===== src/pkg/ssp_map.svh =====
// register map, field positions, reset values and counts of the shift port
`ifndef SSP_MAP_SVH
`define SSP_MAP_SVH

`define SSP_DATA_W       8
`define SSP_CNT_W        4
`define SSP_CTRL_W       5
`define SSP_STAT_W       2

`define SSP_IDX_DISARM   10'h0DC
`define SSP_IDX_DATA     10'h0DD
`define SSP_ADDR_DISARM  {`SSP_IDX_DISARM, 2'b00}
`define SSP_ADDR_DATA    {`SSP_IDX_DATA, 2'b00}
`define SSP_ADDR_CTRL    12'h380
`define SSP_ADDR_STAT    12'h384
`define SSP_ADDR_MASK    12'h388
`define SSP_ADDR_CNT     12'h38C

`define SSP_CTRL_OD      0
`define SSP_CTRL_MASTER  1
`define SSP_CTRL_SCL     2
`define SSP_CTRL_ACK     3
`define SSP_CTRL_HOLD    4

`define SSP_STAT_DONE    0
`define SSP_STAT_EXTRA   1

`define SSP_CNT_TERM_BIT 4

`define SSP_RST_DATA     8'h00
`define SSP_RST_CTRL     5'h00
`define SSP_RST_MASK     2'h0
`define SSP_CNT_TERM     4'h8

`endif


===== src/pkg/ssp_pkg.sv =====
// types of the serial shift port
`include "ssp_map.svh"

package ssp_pkg;

  typedef enum logic [1:0] {
    BUS_IDLE,
    BUS_ANSWER
  } ssp_bus_t;

  typedef enum logic [2:0] {
    REG_NONE,
    REG_DISARM,
    REG_DATA,
    REG_CTRL,
    REG_STAT,
    REG_MASK,
    REG_CNT
  } ssp_reg_t;

  typedef struct packed {
    logic sclMeta;
    logic sclSync;
    logic sclLast;
    logic sinMeta;
    logic sinSync;
  } ssp_sync_t;

  typedef struct packed {
    ssp_bus_t                  busSt;
    logic [31:0]               prdata;
    logic                      pready;
    logic                      pslverr;
    logic [`SSP_DATA_W-1:0]    shift;
    logic [`SSP_CNT_W-1:0]     cnt;
    logic                      armed;
    logic [`SSP_DATA_W-1:0]    disarmVal;
    logic [`SSP_CTRL_W-1:0]    ctrl;
    logic [`SSP_STAT_W-1:0]    status;
    logic [`SSP_STAT_W-1:0]    mask;
    logic                      irq;
    logic                      irqReqN;
    logic                      sclPrev;
    logic                      soutOut;
    logic                      soutOe;
    logic                      sclOut;
    logic                      sclOe;
    logic                      sinOut;
    logic                      sinOe;
  } ssp_core_t;

endpackage


===== src/pkg/ssp_pin_if.sv =====
// synchronised pin levels and clock edge passed from the sampler to the core
`timescale 1ns/1ps
`default_nettype none

interface ssp_pin_if;
  logic sclLevel;
  logic sclFall;
  logic sinLevel;

  modport sampler (
    output sclLevel,
    output sclFall,
    output sinLevel
  );

  modport core (
    input sclLevel,
    input sclFall,
    input sinLevel
  );
endinterface

`default_nettype wire


===== src/core/ssp_pin_sync.sv =====
// two-stage sampler for the shift clock and serial input pins
`timescale 1ns/1ps
`default_nettype none

module ssp_pin_sync (
  input  wire logic clk,
  input  wire logic srst,
  input  wire logic sclIn,
  input  wire logic sinIn,
  ssp_pin_if.sampler pin
);

  ssp_pkg::ssp_sync_t st;
  ssp_pkg::ssp_sync_t next_st;

  // **********************************************************
  // sampling
  // **********************************************************
  // meta stages feed only the second stage; edges use stages two and three
  always_comb begin
    next_st = st;
    next_st.sclMeta = sclIn;
    next_st.sclSync = st.sclMeta;
    next_st.sclLast = st.sclSync;
    next_st.sinMeta = sinIn;
    next_st.sinSync = st.sinMeta;
  end

  always_ff @(posedge clk) begin
    if (srst) begin
      st <= '0;
    end else begin
      st <= next_st;
    end
  end

  assign pin.sclLevel = st.sclSync;
  assign pin.sclFall  = st.sclLast & ~st.sclSync;
  assign pin.sinLevel = st.sinSync;

endmodule // ssp_pin_sync

`default_nettype wire


===== src/core/ssp_shift_port.sv =====
// serial shift port: shift engine, arm logic, pins and apb register slave
//
// Notes on behaviour
// an 8-bit data/shift register and a 4-bit clock pulse counter.
// serial output presents the most significant bit first.
// shift register and counter advance on each falling shift clock edge.
// slave mode: clock pin is an input, the far party supplies edges.
// master mode: software makes each edge by setting and clearing the line.
// after eight pulses the terminal output falls and stops all clocking.
// interrupt on eighth falling edge unless a data write reset the count.
// after reset interrupt generation is disarmed.
// any data register write arms the interrupt for eight further pulses; the code acts on a data write only when pstrb[0] is set.
// any write to the disarm register disarms interrupt generation; the code acts on a disarm write only when pstrb[0] is set.
// interrupt request is signalled by a high-to-low transition.
// reset or data write clears the counter and enables clocking.
// software keeps serial input as input, output as open drain.
// open-drain mode routes the shift register msb onto the output pin.
// software may pull serial input low and hold clock low to acknowledge.
// an unused port gets no data writes, maybe a dummy disarm write.
// each enabled edge shifts toward msb, serial input enters the lsb.
`timescale 1ns/1ps
`default_nettype none
`include "ssp_map.svh"

module ssp_shift_port (
  input  wire logic        clk,
  input  wire logic        srst,
  input  wire logic        psel,
  input  wire logic        penable,
  input  wire logic        pwrite,
  input  wire logic [11:0] paddr,
  input  wire logic [31:0] pwdata,
  input  wire logic [3:0]  pstrb,
  output var  logic [31:0] prdata,
  output var  logic        pready,
  output var  logic        pslverr,
  output var  logic        irq,
  output var  logic        irqReqN,
  input  wire logic        sclIn,
  output var  logic        sclOut,
  output var  logic        sclOe,
  input  wire logic        sinIn,
  output var  logic        sinOut,
  output var  logic        sinOe,
  input  wire logic        soutIn,
  output var  logic        soutOut,
  output var  logic        soutOe
);

  // **********************************************************
  // state
  // **********************************************************
  ssp_pkg::ssp_core_t st;
  ssp_pkg::ssp_core_t next_st;

  ssp_pin_if pin ();

  logic                   fall;
  logic                   running;
  logic [`SSP_CNT_W-1:0]  cntInc;
  logic [`SSP_STAT_W-1:0] setBits;
  logic [`SSP_STAT_W-1:0] clrBits;
  logic [31:0]            rdMux;
  ssp_pkg::ssp_reg_t      sel;

  // **********************************************************
  // pin sampler
  // **********************************************************
  // sout readback is a plain port line, not used by the shifter
  ssp_pin_sync u_sync (
    .clk   (clk),
    .srst  (srst),
    .sclIn (sclIn),
    .sinIn (sinIn),
    .pin   (pin.sampler)
  );

  // **********************************************************
  // address decode
  // **********************************************************
  function automatic ssp_pkg::ssp_reg_t regDecode(
    input logic [11:0] addr
  );
    ssp_pkg::ssp_reg_t r;
    r = ssp_pkg::REG_NONE;
    case (addr)
      `SSP_ADDR_DISARM: begin
        r = ssp_pkg::REG_DISARM;
      end
      `SSP_ADDR_DATA: begin
        r = ssp_pkg::REG_DATA;
      end
      `SSP_ADDR_CTRL: begin
        r = ssp_pkg::REG_CTRL;
      end
      `SSP_ADDR_STAT: begin
        r = ssp_pkg::REG_STAT;
      end
      `SSP_ADDR_MASK: begin
        r = ssp_pkg::REG_MASK;
      end
      `SSP_ADDR_CNT: begin
        r = ssp_pkg::REG_CNT;
      end
      default: begin
        r = ssp_pkg::REG_NONE;
      end
    endcase
    return r;
  endfunction

  // **********************************************************
  // next state
  // **********************************************************
  always_comb begin
    next_st = st;
    setBits = '0;
    clrBits = '0;
    sel     = regDecode(paddr);
    cntInc  = st.cnt + 4'h1;

    // master mode takes the edge from the software-driven level, since
    // the pin loopback would add the sampler delay to every bit
    if (st.ctrl[`SSP_CTRL_MASTER]) begin
      fall = st.sclPrev & ~st.ctrl[`SSP_CTRL_SCL];
    end else begin
      fall = pin.sclFall;
    end
    next_st.sclPrev = st.ctrl[`SSP_CTRL_SCL];

    // terminal output: high while fewer than eight pulses were counted
    running = ~st.cnt[`SSP_CNT_W-1];

    // shift engine
    if (fall) begin
      if (running) begin
        next_st.shift = {st.shift[`SSP_DATA_W-2:0], pin.sinLevel};
        next_st.cnt   = cntInc;
        if (cntInc == `SSP_CNT_TERM && st.armed) begin
          setBits[`SSP_STAT_DONE] = 1'b1;
          next_st.irqReqN = 1'b0;
        end
      end else begin
        // clock gated off: a ninth pulse only leaves a trace in status
        setBits[`SSP_STAT_EXTRA] = 1'b1;
      end
    end

    // read data
    case (sel)
      ssp_pkg::REG_DISARM: begin
        rdMux = {24'h000000, st.disarmVal};
      end
      ssp_pkg::REG_DATA: begin
        rdMux = {24'h000000, st.shift};
      end
      ssp_pkg::REG_CTRL: begin
        rdMux = {27'h0000000, st.ctrl};
      end
      ssp_pkg::REG_STAT: begin
        rdMux = {30'h00000000, st.status};
      end
      ssp_pkg::REG_MASK: begin
        rdMux = {30'h00000000, st.mask};
      end
      ssp_pkg::REG_CNT: begin
        rdMux = {27'h0000000, running, st.cnt};
      end
      default: begin
        rdMux = 32'h00000000;
      end
    endcase

    // apb slave: one wait cycle, effects land on the completing edge
    case (st.busSt)
      ssp_pkg::BUS_IDLE: begin
        if (psel && penable) begin
          next_st.pready  = 1'b1;
          next_st.pslverr = (sel == ssp_pkg::REG_NONE);
          next_st.prdata  = rdMux;
          next_st.busSt   = ssp_pkg::BUS_ANSWER;
        end
      end
      ssp_pkg::BUS_ANSWER: begin
        next_st.pready  = 1'b0;
        next_st.pslverr = 1'b0;
        next_st.prdata  = 32'h00000000;
        next_st.busSt   = ssp_pkg::BUS_IDLE;
        if (psel && penable && pwrite && pstrb[0]) begin
          case (sel)
            ssp_pkg::REG_DATA: begin
              // a write wins over a clock edge in the same cycle
              next_st.shift   = pwdata[`SSP_DATA_W-1:0];
              next_st.cnt     = '0;
              next_st.armed   = 1'b1;
              next_st.irqReqN = 1'b1;
              setBits[`SSP_STAT_DONE] = 1'b0;
            end
            ssp_pkg::REG_DISARM: begin
              next_st.disarmVal = pwdata[`SSP_DATA_W-1:0];
              next_st.armed     = 1'b0;
              next_st.irqReqN   = 1'b1;
              setBits[`SSP_STAT_DONE] = 1'b0;
            end
            ssp_pkg::REG_CTRL: begin
              next_st.ctrl = pwdata[`SSP_CTRL_W-1:0];
            end
            ssp_pkg::REG_MASK: begin
              next_st.mask = pwdata[`SSP_STAT_W-1:0];
            end
            default: begin
              next_st.ctrl = st.ctrl;
            end
          endcase
        end
        // clear only what the read reported, so a bit set meanwhile stays
        if (psel && penable && !pwrite && sel == ssp_pkg::REG_STAT) begin
          clrBits = st.prdata[`SSP_STAT_W-1:0];
        end
      end
      default: begin
        next_st.busSt = ssp_pkg::BUS_IDLE;
      end
    endcase

    // sticky status, set wins over clear
    next_st.status = (st.status & ~clrBits) | setBits;
    next_st.irq    = |(next_st.status & next_st.mask);

    // pins: all three lines are open drain, only ever pulled low
    next_st.soutOut = 1'b0;
    next_st.soutOe  = next_st.ctrl[`SSP_CTRL_OD] & ~next_st.shift[7];
    next_st.sinOut  = 1'b0;
    next_st.sinOe   = next_st.ctrl[`SSP_CTRL_ACK];
    next_st.sclOut  = 1'b0;
    next_st.sclOe   = (next_st.ctrl[`SSP_CTRL_MASTER]
                       & ~next_st.ctrl[`SSP_CTRL_SCL])
                      | next_st.ctrl[`SSP_CTRL_HOLD];
  end

  // **********************************************************
  // registers
  // **********************************************************
  always_ff @(posedge clk) begin
    if (srst) begin
      st           <= '0;
      st.shift     <= `SSP_RST_DATA;
      st.ctrl      <= `SSP_RST_CTRL;
      st.mask      <= `SSP_RST_MASK;
      st.cnt       <= '0;
      st.armed     <= 1'b0;
      st.irqReqN   <= 1'b1;
    end else begin
      st <= next_st;
    end
  end

  // **********************************************************
  // outputs
  // **********************************************************
  assign prdata  = st.prdata;
  assign pready  = st.pready;
  assign pslverr = st.pslverr;
  assign irq     = st.irq;
  assign irqReqN = st.irqReqN;
  assign sclOut  = st.sclOut;
  assign sclOe   = st.sclOe;
  assign sinOut  = st.sinOut;
  assign sinOe   = st.sinOe;
  assign soutOut = st.soutOut;
  assign soutOe  = st.soutOe;

endmodule // ssp_shift_port

`default_nettype wire


===== config.mk =====
export PLATFORM = sky130hd
export DESIGN_NAME = ssp_shift_port
export DESIGN_NICKNAME = d
export VERILOG_FILES = /design/src/pkg/ssp_pkg.sv /design/src/pkg/ssp_pin_if.sv /design/src/core/ssp_pin_sync.sv /design/src/core/ssp_shift_port.sv
export VERILOG_INCLUDE_DIRS = /design/src /design/src/pkg
export SDC_FILE = /design/constraint.sdc
export NUM_CORES = 1
export LEC_CHECK = 0
export ABC_AREA = 1
export BUFFER_PORTS_ARGS = -buffer_cell sky130_fd_sc_hd__buf_2
export CAP_MARGIN = 20
export CELL_PAD_IN_SITES_DETAIL_PLACEMENT = 2
export CELL_PAD_IN_SITES_GLOBAL_PLACEMENT = 2
export CORE_MARGIN = 3
export CORE_UTILIZATION = 26
export CTS_CLUSTER_SIZE = 25
export DETAILED_ROUTE_END_ITERATION = 7
export PLACE_DENSITY = 0.88
export SLEW_MARGIN = 30
export SYNTH_ARGS = -nofsm -noshare
export SYNTH_HDL_FRONTEND = slang
export SYNTH_HIERARCHICAL = 1
export SYNTH_SLANG_ARGS = --single-unit

===== constraint.sdc =====
create_clock -name clk -period 1.8 [get_ports clk]
set_clock_uncertainty 0.1 [all_clocks]
set_input_delay 0.09 -clock clk [delete_from_list [all_inputs] [get_ports clk]]
set_output_delay 0.09 -clock clk [all_outputs]
set_load 0.05 [all_outputs]

Word level (Yosys, flattened, before mapping)
Index checks and enable logic that the tools add are counted.
- flip-flop bits (word level): 79
- bits of input ports: 56
- output and inout bits: 42
- $add $sub $neg: 1
- eq/ne operators: 14
- muxes and demuxes: 31
- bitwise gates (word level): 15
- reduce and logical (&&, ||, !) cells: 17
- operators with widths (operator ; number):
    == test 12 x 10 -> 1 bit, second input constant ; 6
    case mux 34 bit (2 select lines) ; 1
    two-way mux 26 bit ; 2
    case mux 8 bit (6 select lines) ; 1
    two-way mux 12 bit ; 3
    two-way mux 34 bit ; 1
    case mux 3 bit (6 select lines) ; 1
    two-way mux 1 bit ; 13
    two-way mux 2 bit ; 6
    == test 3 bit, second input constant ; 3
    two-way mux 8 bit ; 1
    == test 3 x 2 -> 1 bit, second input constant ; 2
    logical AND 1 bit ; 6
    inverter 1 bit ; 6
    AND reduction 3 bit ; 2
    OR reduction 2 bit ; 3
    two-way mux 5 bit ; 1
    adder 4 x 1 -> 4 bit, second input constant ; 1
    AND 1 bit ; 4
    AND 2 bit ; 2
    == test 4 bit, second input constant ; 1
    nonzero test 2 bit ; 2
    == test 3 x 1 -> 1 bit, second input constant ; 1
    logical NOT 3 bit ; 1
    8 further kinds ; 8

Longest topological paths before layout
Gate-level depths: netlist of the first run.
- depth in word-level cells: 12
- mapped depth: 12
- mapped depth without buffers: 12

Cells and area by module
Netlist of the first run, hierarchy kept.
- modules (own cells, without submodules) (module ; times used ; cells each ; area an instance (µm²) ; sequential area each (µm²)):
    ssp_shift_port ; 1 ; 381 ; 2586.2 ; 920.9
    ssp_pin_sync ; 1 ; 17 ; 145.1 ; 100.1

Worst setup path before layout of the first run
OpenSTA, ideal clock, no wires.
- path type: register to register
- start: register st[27] (netlist name)
- end: register st, in the netlist irq
- setup time: 58 ps
- arrival: 1346 ps
- data required time: 1642 ps
- setup slack: 296 ps
- cell stages (with the launch flop): 11
- path buffers: 0
- period minus slack after synthesis: 1504 ps
- path through: dfxtp_1 -> nand3_1 -> ha_1 -> nand3_1 -> nor2_1 -> nand2_1 -> a21oi_1 -> nand2_1 -> nand3_1 -> nand3_1 -> nand2_1
- cells in the longest elaborated chain, start to end: 12
- RTL lines (what ; line ; text):
    start: declaration ; ssp_shift_port.sv:53 ; ssp_pkg::ssp_core_t st;
    start signal: assignment ; ssp_shift_port.sv:254 ; st <= next_st;
    adder 4 x 1 -> 4 bit * ; ssp_shift_port.sv:120 ; cntInc = st.cnt + 4'h1;
    == test 4 bit (no source line) * ; - ;
    logical AND 1 bit * ; ssp_shift_port.sv:139 ; if (cntInc == `SSP_CNT_TERM && st.armed) begin
    two-way mux 1 bit * ; ssp_shift_port.sv:139 ;
    two-way mux 1 bit * ; ssp_shift_port.sv:136 ; if (running) begin
    two-way mux 2 bit * ; ssp_shift_port.sv:135 ; if (fall) begin
    two-way mux 1 bit ; ssp_shift_port.sv:190 ; case (sel)
    two-way mux 1 bit ; ssp_shift_port.sv:189 ; if (psel && penable && pwrite && pstrb[0]) begin
    two-way mux 1 bit * ; ssp_shift_port.sv:175 ; case (st.busSt)
    bitwise OR 2 bit * ; ssp_shift_port.sv:227 ; next_st.status = (st.status & ~clrBits) | setBits;
    AND 2 bit * ; ssp_shift_port.sv:228 ; next_st.irq = |(next_st.status & next_st.mask);
    OR reduction 2 bit * ; ssp_shift_port.sv:228 ;
Every way passes the cells marked *; elsewhere a longest branch is shown, timed or not.
A chain may end at the register's enable or synchronous reset.

Final worst setup path of the first run
- start: register st[14] (netlist name)
- end: register st[31] (netlist name)
- cells in the longest elaborated chain, start to end: 5
- RTL lines (what ; line ; text):
    two-way mux 1 bit * ; ssp_shift_port.sv:124 ; if (st.ctrl[`SSP_CTRL_MASTER]) begin
    two-way mux 12 bit * ; ssp_shift_port.sv:135 ;
    two-way mux 12 bit ; ssp_shift_port.sv:190 ;
    two-way mux 26 bit ; ssp_shift_port.sv:189 ;
    two-way mux 26 bit * ; ssp_shift_port.sv:175 ;
Marked as above.

==> metrics.cfg, run 1 <==
[run_status]
status = complete, no violations

[clock_tree]
cts-root-buf = clkbuf_8
clock_sink_count = 51
htreeDepth = 2
insertion_delay_ns = 0.31
clockBufferDepth = 2
path_clk_slew_ns = 0.10
cts_tree = yes
cts_buffers = 5

[drt]
vias = 2705
dr.pass1.iters = 4
wire_per_inst_um = 16.12
wirelength_mm = 9.397
vias_per_cell = 4.640
antenna_left = 0
drt_iter0_markers = 115
drc = 0

[global_routing]
grt_max_degree = 33
antenna_found_initial = 0
grt_pass1_wl_mm = 14.85
grt_pass1_vias = 2922
overflow = 0
track_usage_pct = 15.96

[sta]
period_needed_ns = 1.671
fin_setup_tns_ns = 0
postLayoutSetupSlackWorst_ns = 0.1288
finalCritPeriodShare_pct = 92.85
rsz0062_at_grt = yes
slew_headroom_pct = 64.97
setup-violations-final = 0
finalHoldViolations = 0
slew_viol_final = 0
clock.fmax_ghz = 0.5984
tightest_slew_ns = 0.5249

[yosys]
synthTopCellsByArea = dfxtp_1 37%, nand2_1 13%, buf_4 10%, nand3_1 7.1%, nor2_1 5.9%
synth.most_common_cell = nand2_1
synth_top_area_share_pct = 37.38
yosys.area.top_type = dfxtp_1
synth_cells = 398
synth_cell_types = 29
yosysSeqAreaShare_pct = 37.38
avgSynthCellArea_um2 = 6.863
yosys_warnings = 6
syn-cell-area_um2 = 2731
ys_top_cells_by_count = 91 x nand2_1, 51 x dfxtp_1, 43 x nor2_1
synth_edf_count = 0
synthFlopType = dfxtp_1
async_flop_share_pct = 0
synth_seq_cells = 51

[die]
die_w_um = 108.5
start_util_pct = 27.31
die-area_um2 = 11770
die_y_um = 108.5
coreArea_um2 = 10000
rows = 36
ioPinCount = 98

[place]
dp_slack_ns = 0.03996
hpwlAfterDp_mm = 6.830
placed_cell_area_um2 = 2968
gp_congestion = 0.8344
port_buffers = 42

[setup_path]
rr_startpoint = st[14]
reg2reg_to = st[31]
arrival_ns = 1.80
startpoint_type = flop
critical_path_class = reg2reg
end_kind = flop
crit_required_ns = 1.93
cp_max_fo = 7
r2r_slack_ns = 0.13
reg2reg_depth = 9

[final_layout]
largest_register_ffs = 31
fin_util_pct = 32.26
n_antenna_cell = 0
fin_area_um2 = 3226
area_growth_pct = 18.09
nets = 508
layout-drive-gt1-share_pct = 18.89
regMostFlops = st

[power]
p_per_area_nw_per_um2 = 721.7
ir_drop_mv = 0.2676
p_leak_uw = 0.001475

[min_path]
holdCritStartpoint = pwdata[0]
holdPathEnd = st[18]
hold_path_depth = 3
worstHoldPathType = in2reg

[run]
max-cap-violations = 0

what timing repair did:
action	in CTS	in global routing
buffers inserted	0	2
setup endpoints to repair	1	4
hold buffers	9	0
endpoints found under the hold margin	17	0
gates resized for setup	4	9
pin swaps	0	5
cell type report:
cell class                      count  area [µm²]
Clock buffer                        6       82.58
Multi-Input combinational cell    286        1356
Inverter                           42       157.7
Timing Repair Buffer               63       390.4
Tap cell                          133       166.4
Clock inverter                      2       38.79
Sequential cell                    51        1033
Fill cell                        1233        6774
power breakdown:
group	internal (µW)	switching (µW)
sequential	1140	9.00
combinational	65.1	240
clock	459	420
worst max path at each step:
stage / to / cells past startpoint / start / slack [ns]
after detailed placement: irq / 10 / st[27] / 0.04
after floorplan: irq / 10 / st[27] / 0.30
after global placement: irq / 10 / st[27] / 0.15
final: st[31] / 9 / st[14] / 0.13
after CTS: irq / 10 / st[30] / 0.03
after global routing: irq / 12 / u_sync/st[2] / -0.03
layer usage:
layer  wire length (µm)  global-route usage (%)
met3                356                   2.687
met5                  0                       0
met1               4277                   20.16
met2               4601                   27.71
met4                161                   4.779
worst max-delay path, stage by stage (launching register included):
cell	delay, ns
dfxtp_1	0.41
inv_1	0.08
nand2_1	0.06
nand2_1	0.13
nand2_1	0.14
inv_2	0.10
buf_4	0.17
o21ai_0	0.16
o21ai_0	0.10
a21oi_1	0.16
cells by family (layout without fill, tap and decap cells):
kind of cell    Yosys count  in the layout  synth area share, %
simple gates            200            200                32.66
buf+inv                  87            113                17.22
compound gates           53             53                10.26
flops                    51             51                37.38
fa+ha+maj                 3              3                1.374
xor+xnor                  3              3               0.9622
other cells               1             27               0.1373
cells in the final DEF (no fill, tap or decap), types with 2 or more instances in the layout:
cell type	instances
dlygate4sd3_1	9
clkbuf_8	6
nor2_4	3
nand4_1	11
nor2_2	6
xor2_1	3
buf_2	42
nor2_1	42
inv_2	4
o21ai_0	18
and2_1	3
nand3_1	38
buf_4	12
ha_1	3
o21ai_1	2
nor3_1	2
nand2_1	90
conb_1	27
a31oi_1	3
dfxtp_4	3
a21oi_1	25
dfxtp_1	47
inv_1	37
nand2_2	2
per-stage QoR:
| stage | cells | power (µW) | hold slack (ns) |
|---|---|---|---|
| 2_1_floorplan | 424 | 1426 | 0.06118 |
| 3_3_place_gp | 564 | 1451 | 0.2015 |
| 3_5_place_dp | 564 | 1459 | 0.2087 |
| 4_1_cts | 581 | 2351 | 0.004782 |
| 5_1_grt | 583 | 2416 | 0.004687 |
| 6_report | 583 | 2328 | 0.003851 |
No activity file was read; power rests on OpenSTA's default activity.
==> run 2, diff against run 1 <==
==> constraint.sdc (replaced) <==
create_clock -name clk -period 1.55 [get_ports clk]
set_clock_uncertainty 0.1 [all_clocks]
set_input_delay 0.0775 -clock clk [delete_from_list [all_inputs] [get_ports clk]]
set_output_delay 0.0775 -clock clk [all_outputs]
set_load 0.05 [all_outputs]
==> metrics.cfg, run 2 (synthesis results as in run 1) <==
[final_layout]
nFillCells = 1203  ; -2.4%
largest_register_ffs = 31  ; unchanged
layout_commonest_cell = nand2_1
fin_area_um2 = 3551  ; +10%
n_antenna_cell = 0  ; unchanged
regMostFlops = st
nets = 534  ; +5.1%
area_growth_pct = 30.00
layout-drive-gt1-share_pct = 26.47  ; +7.6 points
mostFrequentLayoutCells = 84 x nand2_1, 44 x dfxtp_1, 42 x buf_2
fin_util_pct = 35.51  ; +3.3 points

[clock_tree]
clockBufferDepth = 2  ; unchanged
insertion_delay_ns = 0.33  ; +0.02 ns
htreeDepth = 2  ; unchanged
cts-root-buf = clkbuf_8
clock_sink_count = 51  ; unchanged
cts_buffers = 5  ; unchanged
cts_tree = yes
path_clk_slew_ns = 0.10  ; about the same

[setup_path]
cp_max_fo = 4  ; -3
crit_slowest_cell = dfxtp_4
crit_family = simple AND/OR/NAND/NOR gates
cpPeakStageDelay_ns = 0.40  ; about the same
path_cells = nand3_4 -> ha_4 -> nand3_4 -> nor2_4 -> nand2_2 -> a21oi_2 -> nand2_1 -> nand3_1 -> nand3_1 -> nand2_1
crit_required_ns = 1.73  ; -0.20 ns
reg2reg_depth = 10  ; +1
critical_path_class = reg2reg
startpoint_type = flop
critPathCapture = irq
r2r_slack_ns = -0.05  ; -0.18 ns
cp_num_buf_inv = 0  ; -3
arrival_ns = 1.78  ; -0.02 ns
startpoint = st[27]
end_kind = flop
reg2reg_to = irq
rr_startpoint = st[27]
path_depth = 10  ; +1

[sta]
rsz0062_at_grt = yes
setup-violations-final = 2  ; +2
clock.fmax_ghz = 0.6257  ; +4.6%
period_needed_ns = 1.598  ; -0.07310 ns
finalHoldViolations = 0  ; unchanged
finalCritPeriodShare_pct = 103.1  ; +10 points
slew_viol_final = 0  ; unchanged
postLayoutSetupSlackWorst_ns = -0.04812  ; -0.1769 ns

[drt]
vias_per_cell = 4.744  ; +2.2%
drc = 0  ; unchanged
vias = 2889  ; +6.8%
wirelength_mm = 10.60  ; +13%
antenna_left = 0  ; unchanged
dr.pass1.iters = 4  ; unchanged
wire_per_inst_um = 17.40  ; +8.0%
drt_iter0_markers = 115  ; unchanged

[power]
p_leak_uw = 0.001603  ; +8.7%
power_switching_share_pct = 30.71  ; +2.0 points
power_frac_comb_pct = 15.3  ; +2.2 points
internal_power_uw = 1836  ; +11%
ir_drop_mv = 0.3739  ; +40%
p_per_area_nw_per_um2 = 746.2  ; +3.4%
power_frac_clock_pct = 34.5  ; -3.2 points
pwr-share-seq_pct = 50.3  ; +1.1 points
power_switching_uw = 813.8  ; +22%

[place]
hpwlAfterDp_mm = 7.238  ; +6.0%
placed_cell_area_um2 = 3146  ; +6.0%
dp_slack_ns = -0.1927  ; -0.2326 ns
port_buffers = 42  ; unchanged
gp_congestion = 0.8184  ; -1.9%

[die]
coreArea_um2 = 10000  ; unchanged
start_util_pct = 27.31  ; unchanged
die_y_um = 108.5  ; unchanged
ioPinCount = 98  ; unchanged
die_w_um = 108.5  ; unchanged
die-area_um2 = 11770  ; unchanged
rows = 36  ; unchanged

[min_path]
worstHoldPathType = in2reg

[run_status]
status = finished, violations left
violations = negative setup slack

[global_routing]
antenna_found_initial = 0  ; unchanged
grt_pass1_wl_mm = 16.73  ; +13%
grt_max_degree = 33  ; unchanged
grt_pass1_vias = 3199  ; +9.5%
overflow = 0  ; unchanged
track_usage_pct = 18.47  ; +2.5 points

[run]
max-cap-violations = 0  ; unchanged

[run 2: cell types whose count changed in the layout (fill, tap and decap cells not counted), sizes merged]
cell,delta
clkinvlp,+1
inv,-1
buf,+24
bufinv,-1
dlygate4sd3,+2
clkbuf,+1
[run 2: worst reg2reg max path, cell delays in order (launching register included)]
cell and delay [ns]:
dfxtp_4 0.40, nand3_4 0.08, ha_4 0.28, nand3_4 0.07, nor2_4 0.10, nand2_2 0.07
a21oi_2 0.12, nand2_1 0.09, nand3_1 0.08, nand3_1 0.08, nand2_1 0.07
[run 2: area by class of cell]
| class | instances | area [µm²] | area share, % |
|---|---|---|---|
| Timing Repair Buffer | 89 | 618.1 | 17.41 |
| Clock buffer | 7 | 96.34 | 2.713 |
| Multi-Input combinational cell | 286 | 1463 | 41.19 |
| Inverter | 42 | 165.2 | 4.651 |
| Sequential cell | 51 | 1035 | 29.14 |
| Clock inverter | 1 | 7.507 | 0.2114 |
| Tap cell | 133 | 166.4 | 4.686 |
[run 2: how the worst min path moves through the flow]
| stage | to | start | cells past startpoint |
|---|---|---|---|
| 4_1_cts | st[73] | penable | 4 |
| 3_5_place_dp | u_sync/next_st[3] | sclIn | 3 |
| 5_1_grt | st[73] | penable | 4 |
| 2_1_floorplan | u_sync/next_st[0] | srst | 1 |
| 6_report | st[73] | penable | 4 |
| 3_3_place_gp | u_sync/next_st[3] | sclIn | 3 |
[run 2: repair_timing]
item | in CTS | in global routing
resized for setup | 23 | 27
hold buffers | 11 | 0
endpoints found under the setup margin | 8 | 16
pin swaps | 7 | 9
buffers inserted | 2 | 3
endpoints found under the hold margin | 21 | 0
[run 2: metrics by stage]
stage / hold slack, ns / setup TNS [ns] / cells / power [µW]
floorplan: 0.04868 / 0 / 424 / 1656
global placement: 0.1866 / -0.1761 / 586 / 1714
detailed placement: 0.1917 / -1.693 / 586 / 1726
CTS: 0.03113 / -0.05733 / 607 / 2648
global route: 0.03819 / -0.3791 / 609 / 2764
finish: 0.02576 / -0.06709 / 609 / 2650
[run 2: layer usage]
metal,vias up,share of wire [%],GRT usage (%)
met5,-,0,0
met4,0,1.8,5.140
met3,16,5.3,3.761
met2,83,51,34.29
met1,1427,42,21.28
li1,1363,-,-
[run 2: power groups by stage]
stage	clock network, µW	registers [µW]	logic (µW)
final	913	1330	405
after detailed placement	0	1360	364
after global placement	0	1360	353
after global routing	996	1330	434
after CTS	923	1330	393
after floorplan	0	1370	284
==> run 3, diff against run 2 <==
--- a/config.mk
+++ b/config.mk
@@ -6,16 +6,15 @@
 export SDC_FILE = /design/constraint.sdc
 export NUM_CORES = 1
 export LEC_CHECK = 0
-export ABC_AREA = 1
 export BUFFER_PORTS_ARGS = -buffer_cell sky130_fd_sc_hd__buf_2
 export CAP_MARGIN = 20
 export CELL_PAD_IN_SITES_DETAIL_PLACEMENT = 2
 export CELL_PAD_IN_SITES_GLOBAL_PLACEMENT = 2
 export CORE_MARGIN = 3
-export CORE_UTILIZATION = 26
+export CORE_UTILIZATION = 28
 export CTS_CLUSTER_SIZE = 25
 export DETAILED_ROUTE_END_ITERATION = 7
-export PLACE_DENSITY = 0.88
+export PLACE_DENSITY = 0.87
 export SLEW_MARGIN = 30
 export SYNTH_ARGS = -nofsm -noshare
 export SYNTH_HDL_FRONTEND = slang
==> metrics.cfg, run 3 <==
[setup_path]
critical_path_class = reg2reg
startpoint_type = flop
cp_max_fo = 8  ; +4
arrival_ns = 1.94  ; +0.16 ns
crit_required_ns = 1.66  ; -0.07 ns
r2r_slack_ns = -0.29  ; -0.24 ns
end_kind = flop

[yosys]
synthAdderAreaFrac_pct = 1.466  ; +0.091 points
async_flop_share_pct = 0  ; unchanged
synthMuxAreaShare_pct = 12.75  ; +13 points
synth_compound_area_share_pct = 11.19  ; +0.93 points
synth_top_area_share_pct = 39.86  ; +2.5 points
synth_edf_count = 0  ; unchanged
yosysSeqAreaShare_pct = 39.86  ; +2.5 points
synth_cell_types = 43  ; +48%
yosys.area_share.simple_pct = 20.86  ; -12 points
syn-cell-area_um2 = 2561  ; -6.2%
synth_seq_cells = 51  ; unchanged
synth_xor_area_share_pct = 1.026  ; +0.064 points
synthTopCellsByArea = dfxtp_1 40%, buf_4 10%, mux2i_1 7.0%, mux2_2 5.7%, nand2_1 3.7%
ys_top_cells_by_count = 51 x dfxtp_1, 35 x buf_4, 25 x nand2_1
yosys.area.top_type = dfxtp_1
synth_cells = 276  ; -31%
synth_top_family_by_area = simple AND/OR/NAND/NOR gates
synth.most_common_cell = dfxtp_1
yosys_warnings = 6  ; unchanged
avgSynthCellArea_um2 = 9.280  ; +35%
synthFlopType = dfxtp_1

[global_routing]
overflow = 0  ; unchanged
grt_pass1_vias = 2643  ; -17%
grt_pass1_wl_mm = 14.65  ; -12%
grt_max_degree = 38  ; +15%
antenna_found_initial = 0  ; unchanged
track_usage_pct = 18.65  ; +0.19 points

[sta]
period_needed_ns = 1.837  ; +0.2390 ns
postLayoutSetupSlackWorst_ns = -0.2871  ; -0.2390 ns
setup-violations-final = 34  ; +32
finalCritPeriodShare_pct = 118.5  ; +15 points
slew_viol_final = 0  ; unchanged
finalHoldViolations = 0  ; unchanged
clock.fmax_ghz = 0.5443  ; -13%
rsz0062_at_grt = yes

[die]
coreArea_um2 = 8806  ; -12%
die-area_um2 = 10330  ; -12%
rows = 34  ; -5.6%
start_util_pct = 29.08  ; +1.8 points
ioPinCount = 98  ; unchanged
die_w_um = 101.6  ; -6.3%
die_y_um = 101.6  ; -6.3%

[final_layout]
mostFrequentLayoutCells = 47 x dfxtp_1, 42 x buf_2, 37 x buf_4
layout_commonest_cell = dfxtp_1
n_antenna_cell = 0  ; unchanged
layout-drive-gt1-share_pct = 47.31  ; +21 points
regMostFlops = st
area_growth_pct = 47.63
final_cells = 480  ; -21%
nets = 430  ; -19%
seq_area_um2 = 1026  ; -0.85%
largest_register_ffs = 31  ; unchanged
nFillCells = 945  ; -21%
multi_input_area_um2 = 1623  ; +11%

[run_status]
violations = negative setup slack
status = finished, violations left

[power]
ir_drop_mv = 0.3079  ; -18%
p_total_uw = 2758  ; +4.1%
p_leak_uw = 0.001545  ; -3.6%
p_per_area_nw_per_um2 = 729.4  ; -2.3%

[place]
hpwlAfterDp_mm = 6.616  ; -8.6%
placed_cells = 450  ; -23%
port_buffers = 42  ; unchanged
dp_slack_ns = -0.3821  ; -0.1894 ns
gp_congestion = 0.8387  ; +2.5%

[min_path]
worstHoldPathType = in2reg

[clock_tree]
cts_buffers = 5  ; unchanged
path_clk_slew_ns = 0.09  ; about the same
clock_sink_count = 51  ; unchanged
htreeDepth = 2  ; unchanged
cts_tree = yes
clockBufferDepth = 2  ; unchanged
insertion_delay_ns = 0.32  ; about the same
cts-root-buf = clkbuf_8

[run]
max-cap-violations = 0  ; unchanged

[drt]
antenna_left = 0  ; unchanged
drt_iter0_markers = 78  ; -32%
dr.pass1.iters = 4  ; unchanged
vias_per_cell = 5.044  ; +6.3%
drc = 0  ; unchanged
wirelength_mm = 10.69  ; +0.84%
vias = 2421  ; -16%
wire_per_inst_um = 22.27  ; +28%

-- run 3: cell types whose count changed after synthesis, sizes merged, moves of 18 or more --
cell | before | now
inv | 41 | 4
mux2i | 0 | 18
nand2 | 93 | 25
nand3 | 39 | 3
nor2 | 51 | 20
o21ai | 20 | 0
-- run 3: cell type report --
class / count / area share, %
Tap cell: 108 / 3.574
Inverter: 4 / 0.3971
Sequential cell: 51 / 27.13
Clock buffer: 6 / 2.184
Multi-Input combinational cell: 200 / 42.92
Timing Repair Buffer: 109 / 22.87
Clock inverter: 2 / 0.9265
-- run 3: final timing paths --
check / startpoint / endpoint / depth (start not counted)
max: st[73] / irq / 6
min: srst / st[13] / 2
max reg2reg: st[73] / irq / 6
min reg2reg: u_sync/next_st[3] / u_sync/pin.sclLevel / 1
-- run 3: metrics by stage --
| step | TNS (ns) | hold slack, ns | instance area [µm²] | util (%) |
|---|---|---|---|---|
| after floorplan | -3.203 | 0.04911 | 2716 | - |
| after global placement | -6.013 | 0.1934 | 3119 | 35.42 |
| after detailed placement | -8.644 | 0.2068 | 3119 | 35.42 |
| after CTS | -4.063 | 0.01363 | 3512 | 39.88 |
| after global routing | -7.260 | 0.08237 | 3781 | 42.94 |
| final | -4.256 | 0.06366 | 3781 | 42.94 |
-- run 3: critical path, stage by stage, from the launching register on --
cell and delay, ns:
dfxtp_2 0.35, buf_4 0.15, nand2_1 0.09, or4_4 0.46, nor3_4 0.19, o32ai_2 0.12, a22o_1 0.27
-- run 3: power breakdown --
part           total, µW  leakage (µW)  internal, µW  switching (µW)
registers           1330      0.000414          1320            6.86
clock network       1000     0.0000612           524             481
logic                425       0.00107           127             298
-- run 3: cells by family after synthesis --
logic type                 count (synthesis)
and+or+nand+nor                           96
DFF                                       51
buffers and inverters                     51
AOI/OAI and AO/OA                         40
muxes                                     31
adders and majority gates                  3
xor gates and xnor gates                   3
other                                      1
-- run 3: repair_timing --
item | in CTS | in global routing
buffers inserted | 7 | 5
resized for setup | 30 | 54
pin swaps | 16 | 15
hold buffers | 10 | 0
setup endpoints to repair | 32 | 37
endpoints found under the hold margin | 16 | 0
-- run 3: per-layer routing --
layer / wire, µm / GRT usage [%]
met1: 4276 / 21.92
met3: 473 / 3.375
met4: 357 / 7.157
met5: 0 / 0
met2: 5581 / 33.50
